<file path="src/verilog/bpsf_pkg.sv">
/*
 * bpsf_pkg: constants, register map, field layouts and carrier types for the
 * brake pedal status framer on the chassis side.
 * assumes: a single 40 MHz system clock and a 32-bit AHB-Lite register bus.
 */
package bpsf_pkg;

    // clock and report timing
    localparam real CLK_FREQ_MHZ        = 40.0;
    localparam real REPORT_PERIOD_MS    = 100.0;
    localparam int  REPORT_PERIOD_CYCLES = int'(REPORT_PERIOD_MS * 1000.0 * CLK_FREQ_MHZ);

    // message header bytes
    localparam logic [7:0] HDR_PRIORITY_BYTE  = 8'h48;
    localparam logic [7:0] HDR_TARGET_BYTE    = 8'h33;
    localparam logic [7:0] HDR_FUNC_STATUS    = 8'h2A;
    localparam logic [7:0] HDR_FUNC_FAILSOFT  = 8'h6A;
    // source address byte: value is arbitrary
    localparam logic [7:0] HDR_SOURCE_DEFAULT = 8'h5C;
    localparam logic [7:0] FAILSOFT_PAYLOAD   = 8'h00;

    // register byte addresses
    localparam logic [7:0] ADDR_CTRL       = 8'h00;
    localparam logic [7:0] ADDR_THR_INIT   = 8'h04;
    localparam logic [7:0] ADDR_THR_MOD    = 8'h08;
    localparam logic [7:0] ADDR_INT_STATUS = 8'h0C;
    localparam logic [7:0] ADDR_INT_CLEAR  = 8'h10;
    localparam logic [7:0] ADDR_INT_ENABLE = 8'h14;
    localparam logic [7:0] ADDR_STATE      = 8'h18;
    localparam logic [7:0] ADDR_TX_COUNT   = 8'h1C;

    // control register fields
    localparam int CTRL_ENABLE_BIT   = 0;
    localparam int CTRL_FALLBACK_BIT = 1;
    localparam int CTRL_FORCE_BIT    = 2;
    localparam int CTRL_W            = 3;
    localparam logic [CTRL_W-1:0] CTRL_RESET = 3'h0;

    // interrupt status fields
    localparam int EV_STATUS_BIT   = 0;
    localparam int EV_FAILSOFT_BIT = 1;
    localparam int EV_OVERRUN_BIT  = 2;
    localparam int EV_FAULT_BIT    = 3;
    localparam int EV_W            = 4;

    // state register fields
    localparam int ST_PAYLOAD_LSB = 0;
    localparam int ST_COUNT_LSB   = 8;
    localparam int ST_FAULT_BIT   = 10;
    localparam int ST_PEND_BIT    = 11;
    localparam int ST_LAMP_BIT    = 12;

    localparam logic [1:0] HTRANS_NONSEQ = 2'h2;
    localparam logic [1:0] HTRANS_SEQ    = 2'h3;
    localparam logic       HRESP_OKAY    = 1'b0;

    typedef struct packed {
        logic [1:0] spare;
        logic       moderate;
        logic [1:0] protection;
        logic [1:0] count;
        logic       initial_travel;
    } bpsf_payload_s;

    typedef struct packed {
        logic [7:0]    priority_byte;
        logic [7:0]    target_byte;
        logic [7:0]    source_byte;
        logic [7:0]    func_byte;
        bpsf_payload_s payload;
    } bpsf_frame_s;

    typedef enum logic [1:0] {
        BPSF_IDLE = 2'b00,
        BPSF_PEND = 2'b01
    } bpsf_tx_e;

    // negation modulo four of flag plus count
    function automatic logic [1:0] bpsf_protect(input logic flag, input logic [1:0] count);
        logic [1:0] sum;
        sum = count + {1'b0, flag};
        return 2'(~sum + 2'h1);
    endfunction : bpsf_protect

endpackage : bpsf_pkg
</file>
<file path="src/verilog/bpsf_chassis_sender.sv">
/*
 * bpsf_chassis_sender: chassis-side sender of the periodic brake pedal
 * status frame, with AHB-Lite registers and one level interrupt.
 * assumes: pedal position and sensing fault
 * are synchronous to clk_sys;
 * the network side takes frames on valid/ready.
 */
// The AHB-Lite register port and the address map are this design's own decisions.
// Summary of operation
// normal status report every 100 ms, fixed header
// failsoft report has own header; payload ignored
// receiver takes only headers with even upper nibble
// payload: bit0 initial, bits1-2 count, bits3-4 protection, bit5 moderate
// count steps by one per status report, 3 wraps to 0
// protection is minus (flag plus count), two bits
// receiver checks sequence, recomputes protection
// receiver flags bad protection or broken sequence
// receiver goes failsoft after set count of invalid messages
// receiver acts on a failsoft report
// receiver disengages cruise after silence timeout
// initial flag when position exceeds first threshold
// moderate flag when position exceeds second threshold
// failsoft report whenever a sensing fault spoils the initial flag
// failsoft report still sent under lamp fallback
// receiver passes moderate flag to diagnostics
// receiver starts at zero, skips sequence check until first message
module bpsf_chassis_sender
    import bpsf_pkg::*;
#(
    parameter int         POS_W         = 10,
    parameter int         PERIOD_CYCLES = REPORT_PERIOD_CYCLES,
    parameter logic [7:0] SOURCE_BYTE   = HDR_SOURCE_DEFAULT
) (
    input  wire logic             clk_sys,
    input  wire logic             arst_n,
    // ahb-lite slave
    input  wire logic             hsel,
    input  wire logic [31:0]      haddr,
    input  wire logic [1:0]       htrans,
    input  wire logic             hwrite,
    input  wire logic [2:0]       hsize,
    input  wire logic [31:0]      hwdata,
    input  wire logic             hready,
    output logic [31:0]           hrdata,
    output logic                  hreadyout,
    output logic                  hresp,
    output logic                  irq,
    // pedal sensing system
    input  wire logic [POS_W-1:0] pedal_pos,
    input  wire logic             sensor_fault,
    output logic                  stop_lamp_switch_output,
    // network side
    output logic                  tx_valid,
    input  wire logic             tx_ready,
    output bpsf_frame_s           tx_frame
);

    // register state
    logic [CTRL_W-1:0] ctrl_reg;
    logic [CTRL_W-1:0] ctrl_next;
    logic [POS_W-1:0]  thr_init_reg;
    logic [POS_W-1:0]  thr_init_next;
    logic [POS_W-1:0]  thr_mod_reg;
    logic [POS_W-1:0]  thr_mod_next;
    logic [EV_W-1:0]   int_status_reg;
    logic [EV_W-1:0]   int_status_next;
    logic [EV_W-1:0]   int_enable_reg;
    logic [EV_W-1:0]   int_enable_next;
    logic [31:0]       hrdata_reg;
    logic [31:0]       hrdata_next;
    logic              wr_pend_reg;
    logic              wr_pend_next;
    logic [7:0]        wr_addr_reg;
    logic [7:0]        wr_addr_next;

    // transmit state
    bpsf_tx_e          tx_state_reg;
    bpsf_tx_e          tx_state_next;
    logic [1:0]        count_reg;
    logic [1:0]        count_next;
    logic [31:0]       tx_count_reg;
    logic [31:0]       tx_count_next;
    logic              fault_q_reg;
    logic              fault_q_next;
    logic              lamp_reg;
    logic              lamp_next;

    logic              addr_phase;
    logic              tick;
    logic              load;
    logic              load_failsoft;
    logic              fault_now;
    logic              init_flag;
    logic              mod_flag;
    logic [EV_W-1:0]   events;
    logic [31:0]       wdata_clr;

    bpsf_period_timer #(
        .PERIOD_CYCLES (PERIOD_CYCLES)
    ) u_timer (
        .clk_sys (clk_sys),
        .arst_n  (arst_n),
        .enable  (ctrl_reg[CTRL_ENABLE_BIT]),
        .tick    (tick)
    );

    bpsf_frame_packer #(
        .SOURCE_BYTE (SOURCE_BYTE)
    ) u_packer (
        .clk_sys        (clk_sys),
        .arst_n         (arst_n),
        .load           (load),
        .failsoft       (load_failsoft),
        .initial_travel (init_flag),
        .moderate       (mod_flag),
        .count          (count_reg),
        .frame          (tx_frame)
    );

    // pedal flags and fault
    assign init_flag = (pedal_pos > thr_init_reg);
    assign mod_flag  = (pedal_pos > thr_mod_reg);
    assign fault_now = sensor_fault | ctrl_reg[CTRL_FORCE_BIT];

    assign addr_phase = hsel & hready & (htrans == HTRANS_NONSEQ || htrans == HTRANS_SEQ);

    // transmit sequencing
    always_comb begin
        tx_state_next = tx_state_reg;
        count_next    = count_reg;
        tx_count_next = tx_count_reg;
        load          = 1'b0;
        load_failsoft = 1'b0;
        events        = '0;
        case (tx_state_reg)
            BPSF_IDLE: begin
                if (tick) begin
                    // periodic only: no request or change trigger exists
                    load          = 1'b1;
                    load_failsoft = fault_now;
                    tx_state_next = BPSF_PEND;
                    if (!fault_now) begin
                        count_next = count_reg + 2'h1;
                    end
                end
            end
            BPSF_PEND: begin
                if (tx_ready) begin
                    tx_state_next = BPSF_IDLE;
                    tx_count_next = tx_count_reg + 32'h1;
                    if (tx_frame.func_byte == HDR_FUNC_FAILSOFT) begin
                        events[EV_FAILSOFT_BIT] = 1'b1;
                    end else begin
                        events[EV_STATUS_BIT] = 1'b1;
                    end
                end
                // a tick while the link still holds the last frame is dropped
                if (tick && !tx_ready) begin
                    events[EV_OVERRUN_BIT] = 1'b1;
                end
            end
            default: begin
                tx_state_next = BPSF_IDLE;
            end
        endcase
        if (!ctrl_reg[CTRL_ENABLE_BIT] && tx_state_reg == BPSF_IDLE) begin
            count_next = 2'h0;
        end
        fault_q_next = fault_now;
        if (fault_now && !fault_q_reg) begin
            events[EV_FAULT_BIT] = 1'b1;
        end
        // lamp falls back to the software level while sensing is faulty
        lamp_next = fault_now ? ctrl_reg[CTRL_FALLBACK_BIT] : init_flag;
    end

    always_ff @(posedge clk_sys or negedge arst_n) begin
        if (!arst_n) begin
            tx_state_reg <= BPSF_IDLE;
            count_reg    <= 2'h0;
            tx_count_reg <= 32'h0;
            fault_q_reg  <= 1'b0;
            lamp_reg     <= 1'b0;
        end else begin
            tx_state_reg <= tx_state_next;
            count_reg    <= count_next;
            tx_count_reg <= tx_count_next;
            fault_q_reg  <= fault_q_next;
            lamp_reg     <= lamp_next;
        end
    end

    // register bus: zero wait state, read data captured in the address phase
    always_comb begin
        ctrl_next       = ctrl_reg;
        thr_init_next   = thr_init_reg;
        thr_mod_next    = thr_mod_reg;
        int_enable_next = int_enable_reg;
        wdata_clr       = 32'h0;
        wr_pend_next    = addr_phase & hwrite;
        wr_addr_next    = addr_phase ? haddr[7:0] : wr_addr_reg;
        hrdata_next     = hrdata_reg;
        if (wr_pend_reg) begin
            if (wr_addr_reg == ADDR_CTRL) begin
                ctrl_next = hwdata[CTRL_W-1:0];
            end else if (wr_addr_reg == ADDR_THR_INIT) begin
                thr_init_next = hwdata[POS_W-1:0];
            end else if (wr_addr_reg == ADDR_THR_MOD) begin
                thr_mod_next = hwdata[POS_W-1:0];
            end else if (wr_addr_reg == ADDR_INT_CLEAR) begin
                wdata_clr = hwdata;
            end else if (wr_addr_reg == ADDR_INT_ENABLE) begin
                int_enable_next = hwdata[EV_W-1:0];
            end
        end
        // set wins over a clear in the same cycle
        int_status_next = (int_status_reg & ~wdata_clr[EV_W-1:0]) | events;
        if (addr_phase && !hwrite) begin
            hrdata_next = 32'h0;
            if (haddr[7:0] == ADDR_CTRL) begin
                hrdata_next[CTRL_W-1:0] = ctrl_reg;
            end else if (haddr[7:0] == ADDR_THR_INIT) begin
                hrdata_next[POS_W-1:0] = thr_init_reg;
            end else if (haddr[7:0] == ADDR_THR_MOD) begin
                hrdata_next[POS_W-1:0] = thr_mod_reg;
            end else if (haddr[7:0] == ADDR_INT_STATUS) begin
                hrdata_next[EV_W-1:0] = int_status_reg;
            end else if (haddr[7:0] == ADDR_INT_ENABLE) begin
                hrdata_next[EV_W-1:0] = int_enable_reg;
            end else if (haddr[7:0] == ADDR_STATE) begin
                hrdata_next[ST_PAYLOAD_LSB +: 8] = tx_frame.payload;
                hrdata_next[ST_COUNT_LSB +: 2]   = count_reg;
                hrdata_next[ST_FAULT_BIT]        = fault_now;
                hrdata_next[ST_PEND_BIT]         = (tx_state_reg == BPSF_PEND);
                hrdata_next[ST_LAMP_BIT]         = lamp_reg;
            end else if (haddr[7:0] == ADDR_TX_COUNT) begin
                hrdata_next = tx_count_reg;
            end
        end
    end

    always_ff @(posedge clk_sys or negedge arst_n) begin
        if (!arst_n) begin
            ctrl_reg       <= CTRL_RESET;
            thr_init_reg   <= '0;
            thr_mod_reg    <= '0;
            int_status_reg <= '0;
            int_enable_reg <= '0;
            hrdata_reg     <= 32'h0;
            wr_pend_reg    <= 1'b0;
            wr_addr_reg    <= 8'h0;
        end else begin
            ctrl_reg       <= ctrl_next;
            thr_init_reg   <= thr_init_next;
            thr_mod_reg    <= thr_mod_next;
            int_status_reg <= int_status_next;
            int_enable_reg <= int_enable_next;
            hrdata_reg     <= hrdata_next;
            wr_pend_reg    <= wr_pend_next;
            wr_addr_reg    <= wr_addr_next;
        end
    end

    assign hrdata                  = hrdata_reg;
    assign hreadyout               = 1'b1;
    assign hresp                   = HRESP_OKAY;
    assign irq                     = |(int_status_reg & int_enable_reg);
    assign tx_valid                = (tx_state_reg == BPSF_PEND);
    assign stop_lamp_switch_output = lamp_reg;

endmodule : bpsf_chassis_sender

</file>
<file path="src/verilog/bpsf_frame_packer.sv">
/*
 * bpsf_frame_packer: registers one outgoing frame on a load strobe.
 * assumes: the caller loads only while no earlier frame is still offered.
 */
module bpsf_frame_packer
    import bpsf_pkg::*;
#(
    parameter logic [7:0] SOURCE_BYTE = HDR_SOURCE_DEFAULT
) (
    input  wire logic  clk_sys,
    input  wire logic  arst_n,
    input  wire logic  load,
    input  wire logic  failsoft,
    input  wire logic  initial_travel,
    input  wire logic  moderate,
    input  wire logic [1:0] count,
    output bpsf_frame_s     frame
);

    bpsf_frame_s frame_reg;
    bpsf_frame_s frame_next;

    always_comb begin
        frame_next = frame_reg;
        if (load) begin
            frame_next.priority_byte = HDR_PRIORITY_BYTE;
            frame_next.target_byte   = HDR_TARGET_BYTE;
            frame_next.source_byte   = SOURCE_BYTE;
            if (failsoft) begin
                frame_next.func_byte = HDR_FUNC_FAILSOFT;
                frame_next.payload   = FAILSOFT_PAYLOAD;
            end else begin
                frame_next.func_byte                  = HDR_FUNC_STATUS;
                frame_next.payload.spare              = 2'h0;
                frame_next.payload.moderate           = moderate;
                frame_next.payload.protection         = bpsf_protect(initial_travel, count);
                frame_next.payload.count              = count;
                frame_next.payload.initial_travel     = initial_travel;
            end
        end
    end

    always_ff @(posedge clk_sys or negedge arst_n) begin
        if (!arst_n) begin
            frame_reg <= '0;
        end else begin
            frame_reg <= frame_next;
        end
    end

    assign frame = frame_reg;

endmodule : bpsf_frame_packer

</file>
<file path="src/verilog/bpsf_period_timer.sv">
/*
 * bpsf_period_timer: free counter giving a one-cycle tick every PERIOD_CYCLES.
 * assumes: enable low holds the counter at zero so the first tick is one
 * whole period after enable.
 */
module bpsf_period_timer
    import bpsf_pkg::*;
#(
    parameter int PERIOD_CYCLES = REPORT_PERIOD_CYCLES
) (
    input  wire logic clk_sys,
    input  wire logic arst_n,
    input  wire logic enable,
    output logic      tick
);

    logic [31:0] cnt_reg;
    logic [31:0] cnt_next;
    logic        tick_reg;
    logic        tick_next;

    always_comb begin
        cnt_next  = cnt_reg;
        tick_next = 1'b0;
        if (!enable) begin
            cnt_next = 32'h0;
        end else if (cnt_reg == 32'(PERIOD_CYCLES - 1)) begin
            cnt_next  = 32'h0;
            tick_next = 1'b1;
        end else begin
            cnt_next = cnt_reg + 32'h1;
        end
    end

    always_ff @(posedge clk_sys or negedge arst_n) begin
        if (!arst_n) begin
            cnt_reg  <= 32'h0;
            tick_reg <= 1'b0;
        end else begin
            cnt_reg  <= cnt_next;
            tick_reg <= tick_next;
        end
    end

    assign tick = tick_reg;

endmodule : bpsf_period_timer

</file>
<file path="config.mk">
export PLATFORM = sky130hd
export DESIGN_NAME = bpsf_chassis_sender
export DESIGN_NICKNAME = d
export VERILOG_FILES = /design/src/verilog/bpsf_pkg.sv /design/src/verilog/bpsf_chassis_sender.sv /design/src/verilog/bpsf_frame_packer.sv /design/src/verilog/bpsf_period_timer.sv
export SDC_FILE = /design/constraint.sdc
export NUM_CORES = 1
export LEC_CHECK = 0
export BUFFER_PORTS_ARGS = -buffer_cell sky130_fd_sc_hd__buf_4
export CAP_MARGIN = 5
export CELL_PAD_IN_SITES_DETAIL_PLACEMENT = 1
export CELL_PAD_IN_SITES_GLOBAL_PLACEMENT = 2
export CORE_MARGIN = 5
export CORE_UTILIZATION = 35
export DETAILED_ROUTE_END_ITERATION = 10
export GPL_ROUTABILITY_DRIVEN = 0
export MAX_ROUTING_LAYER = met4
export PLACE_DENSITY = 0.85
export SYNTH_ARGS = -nofsm -noshare
export SYNTH_HDL_FRONTEND = slang
export SYNTH_SLANG_ARGS = --single-unit
export TNS_END_PERCENT = 10
</file>
<file path="constraint.sdc">
create_clock -name clk_sys -period 2.75 [get_ports clk_sys]
set_clock_uncertainty 0.05 [all_clocks]
set_input_delay 0.4125 -clock clk_sys [delete_from_list [all_inputs] [get_ports clk_sys]]
set_output_delay 0.4125 -clock clk_sys [all_outputs]
set_load 0.1 [all_outputs]
</file>
==> results.cfg, run 1 <==
[outcome]
status = finished, final reports clean

[timing]
hold_ws_ns = 0.1519
setup-violations-final = 0
slew_viol_final = 0
worst_pin_slew_ns = 0.6754
max_freq_mhz = 450.8
setup_tns_ns = 0
rsz0062_at_grt = false
finalCritPeriodShare = 0.8066
fin_crit_ns = 2.218
hold_viol = 0
max-slew-margin-rel = 0.5462

[yosys]
yosys.area.top_type = dfrtp_1
syn_inst = 719
synth-main-ff-cell = dfrtp_1
synth_edf_count = 0
synth_top_area_share = 0.4885
synth_area_per_cell_um2 = 10.69
yosysUniqueCellTypes = 63
ys_top_cells_by_area = dfrtp_1, mux2_2, xnor2_1
yosysWarningCount = 0
ys_ff_latch = 150
netlist_area_um2 = 7684
synth.yosys.seq_area_share = 0.4885
async_reset_ff_frac = 1.000

[clock_network]
cts-root-buf = clkbuf_16
cts_sinks = 150
clk_pin_slew_worst_paths_ns = 0.07
cts_buffers = 17
cts_tree = done
htree_levels = 4
ctsResizeCount = 0
ctsLongestPathBuffers = 2
insertion_delay_ns = 0.43

[setup_path]
setup.worst_path.class = flip-flop to flip-flop
path_delay_family = simple AND/OR/NAND/NOR gates
cp_cell_sequence = nor4b_1 -> and3b_1 -> nand2_1 -> nor2_4 -> mux2_2
cp.depth = 5
max_stage_delay_ns = 0.51
crit_buf_inv = 0
cp-start-kind = flip-flop
endpoint_kind = flip-flop
arrival_ns = 2.48
crit_fanout = 10
reg2reg_depth = 5
crit_slowest_cell = nor4b_1
crit_required_ns = 3.02

[grt]
grt_first_pass_wirelength_mm = 31.86
antenna_found_initial = 0
track_usage = 0.1667
grt_overflow_total = 0
first_global_vias = 5932
grt_max_degree = 64

[route]
vias = 5650
drt_iter0_markers = 221
routedWlPerCell_um = 17.95
remaining_drc_errors = 0
vias_per_cell = 5.146
drt_wl_total_mm = 19.71
drt_first_pass_iters = 5
ant_nets = 0

[floorplanning]
fp.dieW_um = 158.2
dieArea_um2 = 25020
die_height_um = 158.2
initial_core_util = 0.3543
num_rows = 54
ios = 163
core_um2 = 21690

[power_and_ir_drop]
ir_worst_vdd_v = 0.0003967
power.leakage_nw = 4.165
powerDensity_nw_per_um2 = 596.4

[finish]
fillers = 2396
post-route-util = 0.4217
drive_above_1_share = 0.2457
syn_to_final_growth_pct = 19.02
final_area_um2 = 9145
final_nets = 913
diodes = 0

[place]
io_buffers = 90
postPlaceCellArea_um2 = 8521
dp_hpwl_mm = 14.51

[worst_hold_path]
whs_path_depth = 2
min_path_type = input port to flip-flop

[flow_run]
drv_cap = 0
==> worst reg2reg max path, delay by kind of cell, from the launching register on <==
kind,cells,cell delay [ns]
flip-flops,1,0.38
multiplexers,1,0.40
AND/OR/NAND/NOR,4,1.28
==> repair_timing <==
item / in CTS / in global routing
buffers inserted: 0 / 0
hold buffers: 1 / 0
endpoints found under the hold margin: 60 / 0
==> logic make-up (layout without fill, tap and decap cells) <==
| group | after synthesis | in the layout | share of synthesized area |
|---|---|---|---|
| xor gates and xnor gates | 57 | 57 | 0.06497 |
| and+or+nand+nor | 256 | 256 | 0.1812 |
| AOI/OAI and AO/OA | 97 | 97 | 0.09249 |
| adders and majority gates | 22 | 22 | 0.03582 |
| buffers and inverters | 89 | 168 | 0.06481 |
| DFF | 150 | 150 | 0.4885 |
| muxes | 46 | 46 | 0.07116 |
| other | 2 | 22 | 0.0009774 |
==> layer usage <==
| layer | up-vias | wire, um | track usage |
|---|---|---|---|
| met5 | - | 0 | - |
| met4 | 0 | 333 | 0.05240 |
| met3 | 26 | 717 | 0.02515 |
| met2 | 99 | 9173 | 0.2569 |
| met1 | 2853 | 9486 | 0.2275 |
| li1 | 2672 | - | - |
==> stage by stage <==
step / power, mW / setup WS (ns) / std cells
final: 5.454 / 0.5318 / 1098
after global routing: 5.686 / 0.4353 / 1098
after CTS: 5.506 / 0.5637 / 1098
after detailed placement: 3.060 / 0.4690 / 1065
after global placement: 3.042 / 0.5167 / 1065
after floorplan: 2.866 / 0.3462 / 739
==> area by class of cell <==
type                            instances  area (um2)  area share
Sequential cell                       150        3754      0.4105
Multi-Input combinational cell        500        3507      0.3835
Timing Repair Buffer                  104       799.5     0.08743
Clock buffer                           17       425.4     0.04652
Tap cell                              280       350.3     0.03831
Clock inverter                         15       188.9     0.02066
Inverter                               32       120.1     0.01313
==> worst paths after layout <==
| check | start | to | slack, ns |
|---|---|---|---|
| setup / recovery | wr_addr_reg[5]$_DFFE_PN0P_ | thr_init_reg[3]$_DFFE_PN0P_ | 0.53 |
| hold / removal | tx_ready | int_status_reg[2]$_DFF_PN0_ | 0.15 |
| setup reg to reg | wr_addr_reg[5]$_DFFE_PN0P_ | thr_init_reg[3]$_DFFE_PN0P_ | 0.53 |
| hold reg to reg | fault_q_reg$_DFF_PN0_ | int_status_reg[3]$_DFF_PN0_ | 0.37 |
| max in group asynchronous | arst_n | u_timer.cnt_reg[29]$_DFF_PN0_ | 1.41 |
| min in group asynchronous | arst_n | u_packer.frame[5]$_DFFE_PN0P_ | 0.49 |
==> cells in the mapped netlist (all sizes together) (2+ instances only) <==
| cell | n |
|---|---|
| a211oi | 2 |
| a21o | 3 |
| a21oi | 17 |
| a22o | 23 |
| a22oi | 9 |
| a32o | 2 |
| a32oi | 3 |
| and2 | 7 |
| and3 | 11 |
| and3b | 2 |
| and4 | 8 |
| buf | 48 |
| clkbuf | 9 |
| conb | 2 |
| dfrtp | 150 |
| ha | 22 |
| inv | 32 |
| mux2 | 39 |
| mux2i | 4 |
| mux4 | 3 |
| nand2 | 66 |
| nand2b | 7 |
| nand3 | 29 |
| nand4 | 22 |
| nor2 | 53 |
| nor2b | 3 |
| nor3 | 17 |
| nor4 | 14 |
| nor4b | 5 |
| o21ai | 20 |
| o2bb2ai | 2 |
| o31ai | 8 |
| or2 | 3 |
| or3 | 3 |
| or4 | 4 |
| xnor2 | 39 |
| xor2 | 18 |
==> report_power, final <==
part / internal [mW] / leakage (nW) / total [mW] / switching (mW)
Clock: 1.38 / 0.295 / 2.44 / 1.06
Combinational: 0.204 / 1.88 / 0.614 / 0.410
Sequential: 2.30 / 1.99 / 2.40 / 0.103
==> layout by cell type, fill, tap and decap left out, types with 7 or more instances in the layout <==
| cell | n |
|---|---|
| and2_1 | 7 |
| nor3_1 | 16 |
| o31ai_1 | 8 |
| xnor2_1 | 39 |
| ha_1 | 22 |
| a22o_1 | 23 |
| mux2_2 | 39 |
| buf_4 | 101 |
| inv_1 | 32 |
| a22oi_1 | 9 |
| and4_1 | 7 |
| nand2_1 | 65 |
| xor2_1 | 18 |
| o21ai_0 | 20 |
| clkbuf_16 | 17 |
| conb_1 | 22 |
| dfrtp_1 | 150 |
| nand3_1 | 26 |
| nand4_1 | 21 |
| and3_1 | 10 |
| nor4_1 | 14 |
| nand2b_1 | 7 |
| a21oi_1 | 17 |
| nor2_1 | 48 |
Power figures use the tool's default switching activity.
==> run 2: changes to the inputs <==
--- a/config.mk
+++ b/config.mk
@@ -10,11 +10,11 @@
 export CELL_PAD_IN_SITES_DETAIL_PLACEMENT = 1
 export CELL_PAD_IN_SITES_GLOBAL_PLACEMENT = 2
 export CORE_MARGIN = 5
-export CORE_UTILIZATION = 35
+export CORE_UTILIZATION = 31
 export DETAILED_ROUTE_END_ITERATION = 10
 export GPL_ROUTABILITY_DRIVEN = 0
 export MAX_ROUTING_LAYER = met4
-export PLACE_DENSITY = 0.85
+export PLACE_DENSITY = 0.8
 export SYNTH_ARGS = -nofsm -noshare
 export SYNTH_HDL_FRONTEND = slang
 export SYNTH_SLANG_ARGS = --single-unit
==> constraint.sdc (replaced) <==
create_clock -name clk_sys -period 1.9 [get_ports clk_sys]
set_clock_uncertainty 0.05 [all_clocks]
set_input_delay 0.285 -clock clk_sys [delete_from_list [all_inputs] [get_ports clk_sys]]
set_output_delay 0.285 -clock clk_sys [all_outputs]
set_load 0.1 [all_outputs]
==> run 2 against run 1 <==
  * The flow now finishes with violations (negative setup slack)
  * Critical endpoint is now u_packer.frame[3]$_DFFE_PN0P_
  * Worst setup slack worse by 0.65 ns
  * Critical path type unchanged
  * Sequential share of layout area down 3.2 points
  * Sequential cell count unchanged
  * Clock power up 43%
  * Non-clock buffer count up 68
  * Die area up 12%
  * Largest power group unchanged
==> results.cfg, run 2 (synthesis gave the netlist of run 1 again) <==
[outcome]
status = finished, violations left
violations = negative setup slack

[setup_path]
rr_endpoint = u_packer.frame[3]$_DFFE_PN0P_
crit_fanout = 5
arrival_ns = 2.33
reg2reg_slack_ns = -0.12
setup.worst_path.class = flip-flop to flip-flop
cp-start-kind = flip-flop
reg2reg_from = thr_init_reg[3]$_DFFE_PN0P_
crit_required_ns = 2.21
endpoint_kind = flip-flop
reg2reg_depth = 7

[route]
routedWlPerCell_um = 17.43
drt_wl_total_mm = 21.09
ant_nets = 0
vias = 5882
drt_iter0_markers = 270
remaining_drc_errors = 0
drt_first_pass_iters = 4
vias_per_cell = 4.861

[floorplanning]
num_rows = 57
fp.dieW_um = 167.4
ios = 163
dieArea_um2 = 28030
die_height_um = 167.4
initial_core_util = 0.3150
core_um2 = 24390

[timing]
hold_ws_ns = 0.03978
rsz0062_at_grt = true
finalCritPeriodShare = 1.061
max_freq_mhz = 496.0
worst_pin_slew_ns = 0.5020
hold_viol = 0
max-slew-margin-rel = 0.6653
slew_viol_final = 0
setup-violations-final = 3
layout_setup_ws_ns = -0.1163
fin_crit_ns = 2.016

[worst_hold_path]
min_path_type = input port to flip-flop
worstHoldStart = hwdata[6]
whs_path_depth = 2
worstHoldEndpoint = thr_init_reg[6]$_DFFE_PN0P_

[grt]
first_global_vias = 6320
antenna_found_initial = 0
grt_max_degree = 48
track_usage = 0.1545
grt_overflow_total = 0
grt_first_pass_wirelength_mm = 34.11

[power_and_ir_drop]
powerDensity_nw_per_um2 = 803.5
ir_worst_vdd_v = 0.0003617
power.leakage_nw = 4.536

[finish]
final_nets = 981
final_area_um2 = 9923
drive_above_1_share = 0.3386
diodes = 0
syn_to_final_growth_pct = 29.15
mostFrequentLayoutCell = buf_4
mostFrequentLayoutCells = buf_4, dfrtp_1, nand2_1

[clock_network]
cts-root-buf = clkbuf_16
cts_buffers = 17
htree_levels = 4
insertion_delay_ns = 0.43
clk_pin_slew_worst_paths_ns = 0.07
ctsLongestPathBuffers = 2
cts_tree = done
cts_sinks = 150

[flow_run]
drv_cap = 0

[place]
postPlaceCellArea_um2 = 9143
dp_hpwl_mm = 15.43
io_buffers = 90
## run 2: changes by cell type in the layout (fill, tap and decap cells not counted), moves of 5 or more
cell	previous run	this run
buf_4	101	164
ha_4	0	5
inv_1	32	27
inv_2	0	5
ha_1	22	16
## run 2: power by group
group | total (mW) | internal (mW) | leakage, nW | switching, mW
Combinational | 1.03 | 0.375 | 2.25 | 0.653
Sequential | 3.45 | 3.33 | 1.99 | 0.125
Clock | 3.49 | 1.89 | 0.295 | 1.60
## run 2: how the worst max path moves through the flow
stage / from / endpoint / slack, ns / cells past startpoint
after floorplan: tx_state_reg[0]$_DFFE_PN0P_ / u_packer.frame[3]$_DFFE_PN0P_ / -0.08 / 7
after global placement: pedal_pos[5] / u_packer.frame[3]$_DFFE_PN0P_ / -0.22 / 8
after detailed placement: pedal_pos[5] / u_packer.frame[4]$_DFFE_PN0P_ / -0.27 / 8
after CTS: thr_init_reg[6]$_DFFE_PN0P_ / u_packer.frame[3]$_DFFE_PN0P_ / -0.07 / 8
after global routing: thr_init_reg[3]$_DFFE_PN0P_ / stop_lamp_switch_output$_DFF_PN0_ / -0.18 / 7
final: thr_init_reg[3]$_DFFE_PN0P_ / u_packer.frame[3]$_DFFE_PN0P_ / -0.12 / 7
## run 2: routing by layer
metal,GRT usage,vias up,wire length (um)
li1,-,2808,-
met1,0.2069,2954,9841
met2,0.2484,108,10260
met3,0.03112,12,850
met4,0.02646,0,136
met5,-,-,0
## run 2: timing repair
action | 4_1_cts | 5_1_grt
hold endpoints to repair | 43 | 0
resized for setup | 20 | 14
endpoints found under the setup margin | 39 | 59
hold buffers | 1 | 0
pin swaps | 7 | 3
cloned | 0 | 0
setup buffers | 1 | 0
## run 2: area by class of cell
| class | instances | area, um2 |
|---|---|---|
| multi-input cells | 500 | 3676 |
| repair buffers | 172 | 1355 |
| fillers | 2745 | 14470 |
| clock buffers | 17 | 425.4 |
| clock inverters | 15 | 183.9 |
| inverters | 32 | 120.1 |
| flip-flops and latches | 150 | 3757 |
| well taps | 324 | 405.4 |
## run 2: per-stage QoR
| stage | power, mW | setup slack [ns] | setup TNS [ns] | util | std cells |
|---|---|---|---|---|---|
| 2_1_floorplan | 4.154 | -0.07803 | -0.07803 | - | 739 |
| 3_3_place_gp | 4.478 | -0.2151 | -0.5441 | 0.3748 | 1177 |
| 3_5_place_dp | 4.507 | -0.2733 | -1.319 | 0.3748 | 1177 |
| 4_1_cts | 8.062 | -0.06524 | -0.2677 | 0.4045 | 1210 |
| 5_1_grt | 8.332 | -0.1769 | -2.415 | 0.4068 | 1210 |
| 6_report | 7.973 | -0.1163 | -0.2703 | 0.4068 | 1210 |
## run 2: critical path, cell delays in order, from the launching register on
cell,delay (ns)
dfrtp_1,0.36
inv_1,0.05
ha_1,0.29
a21oi_1,0.19
o21ai_2,0.10
a2111oi_4,0.53
mux2_4,0.35
nand2_2,0.05
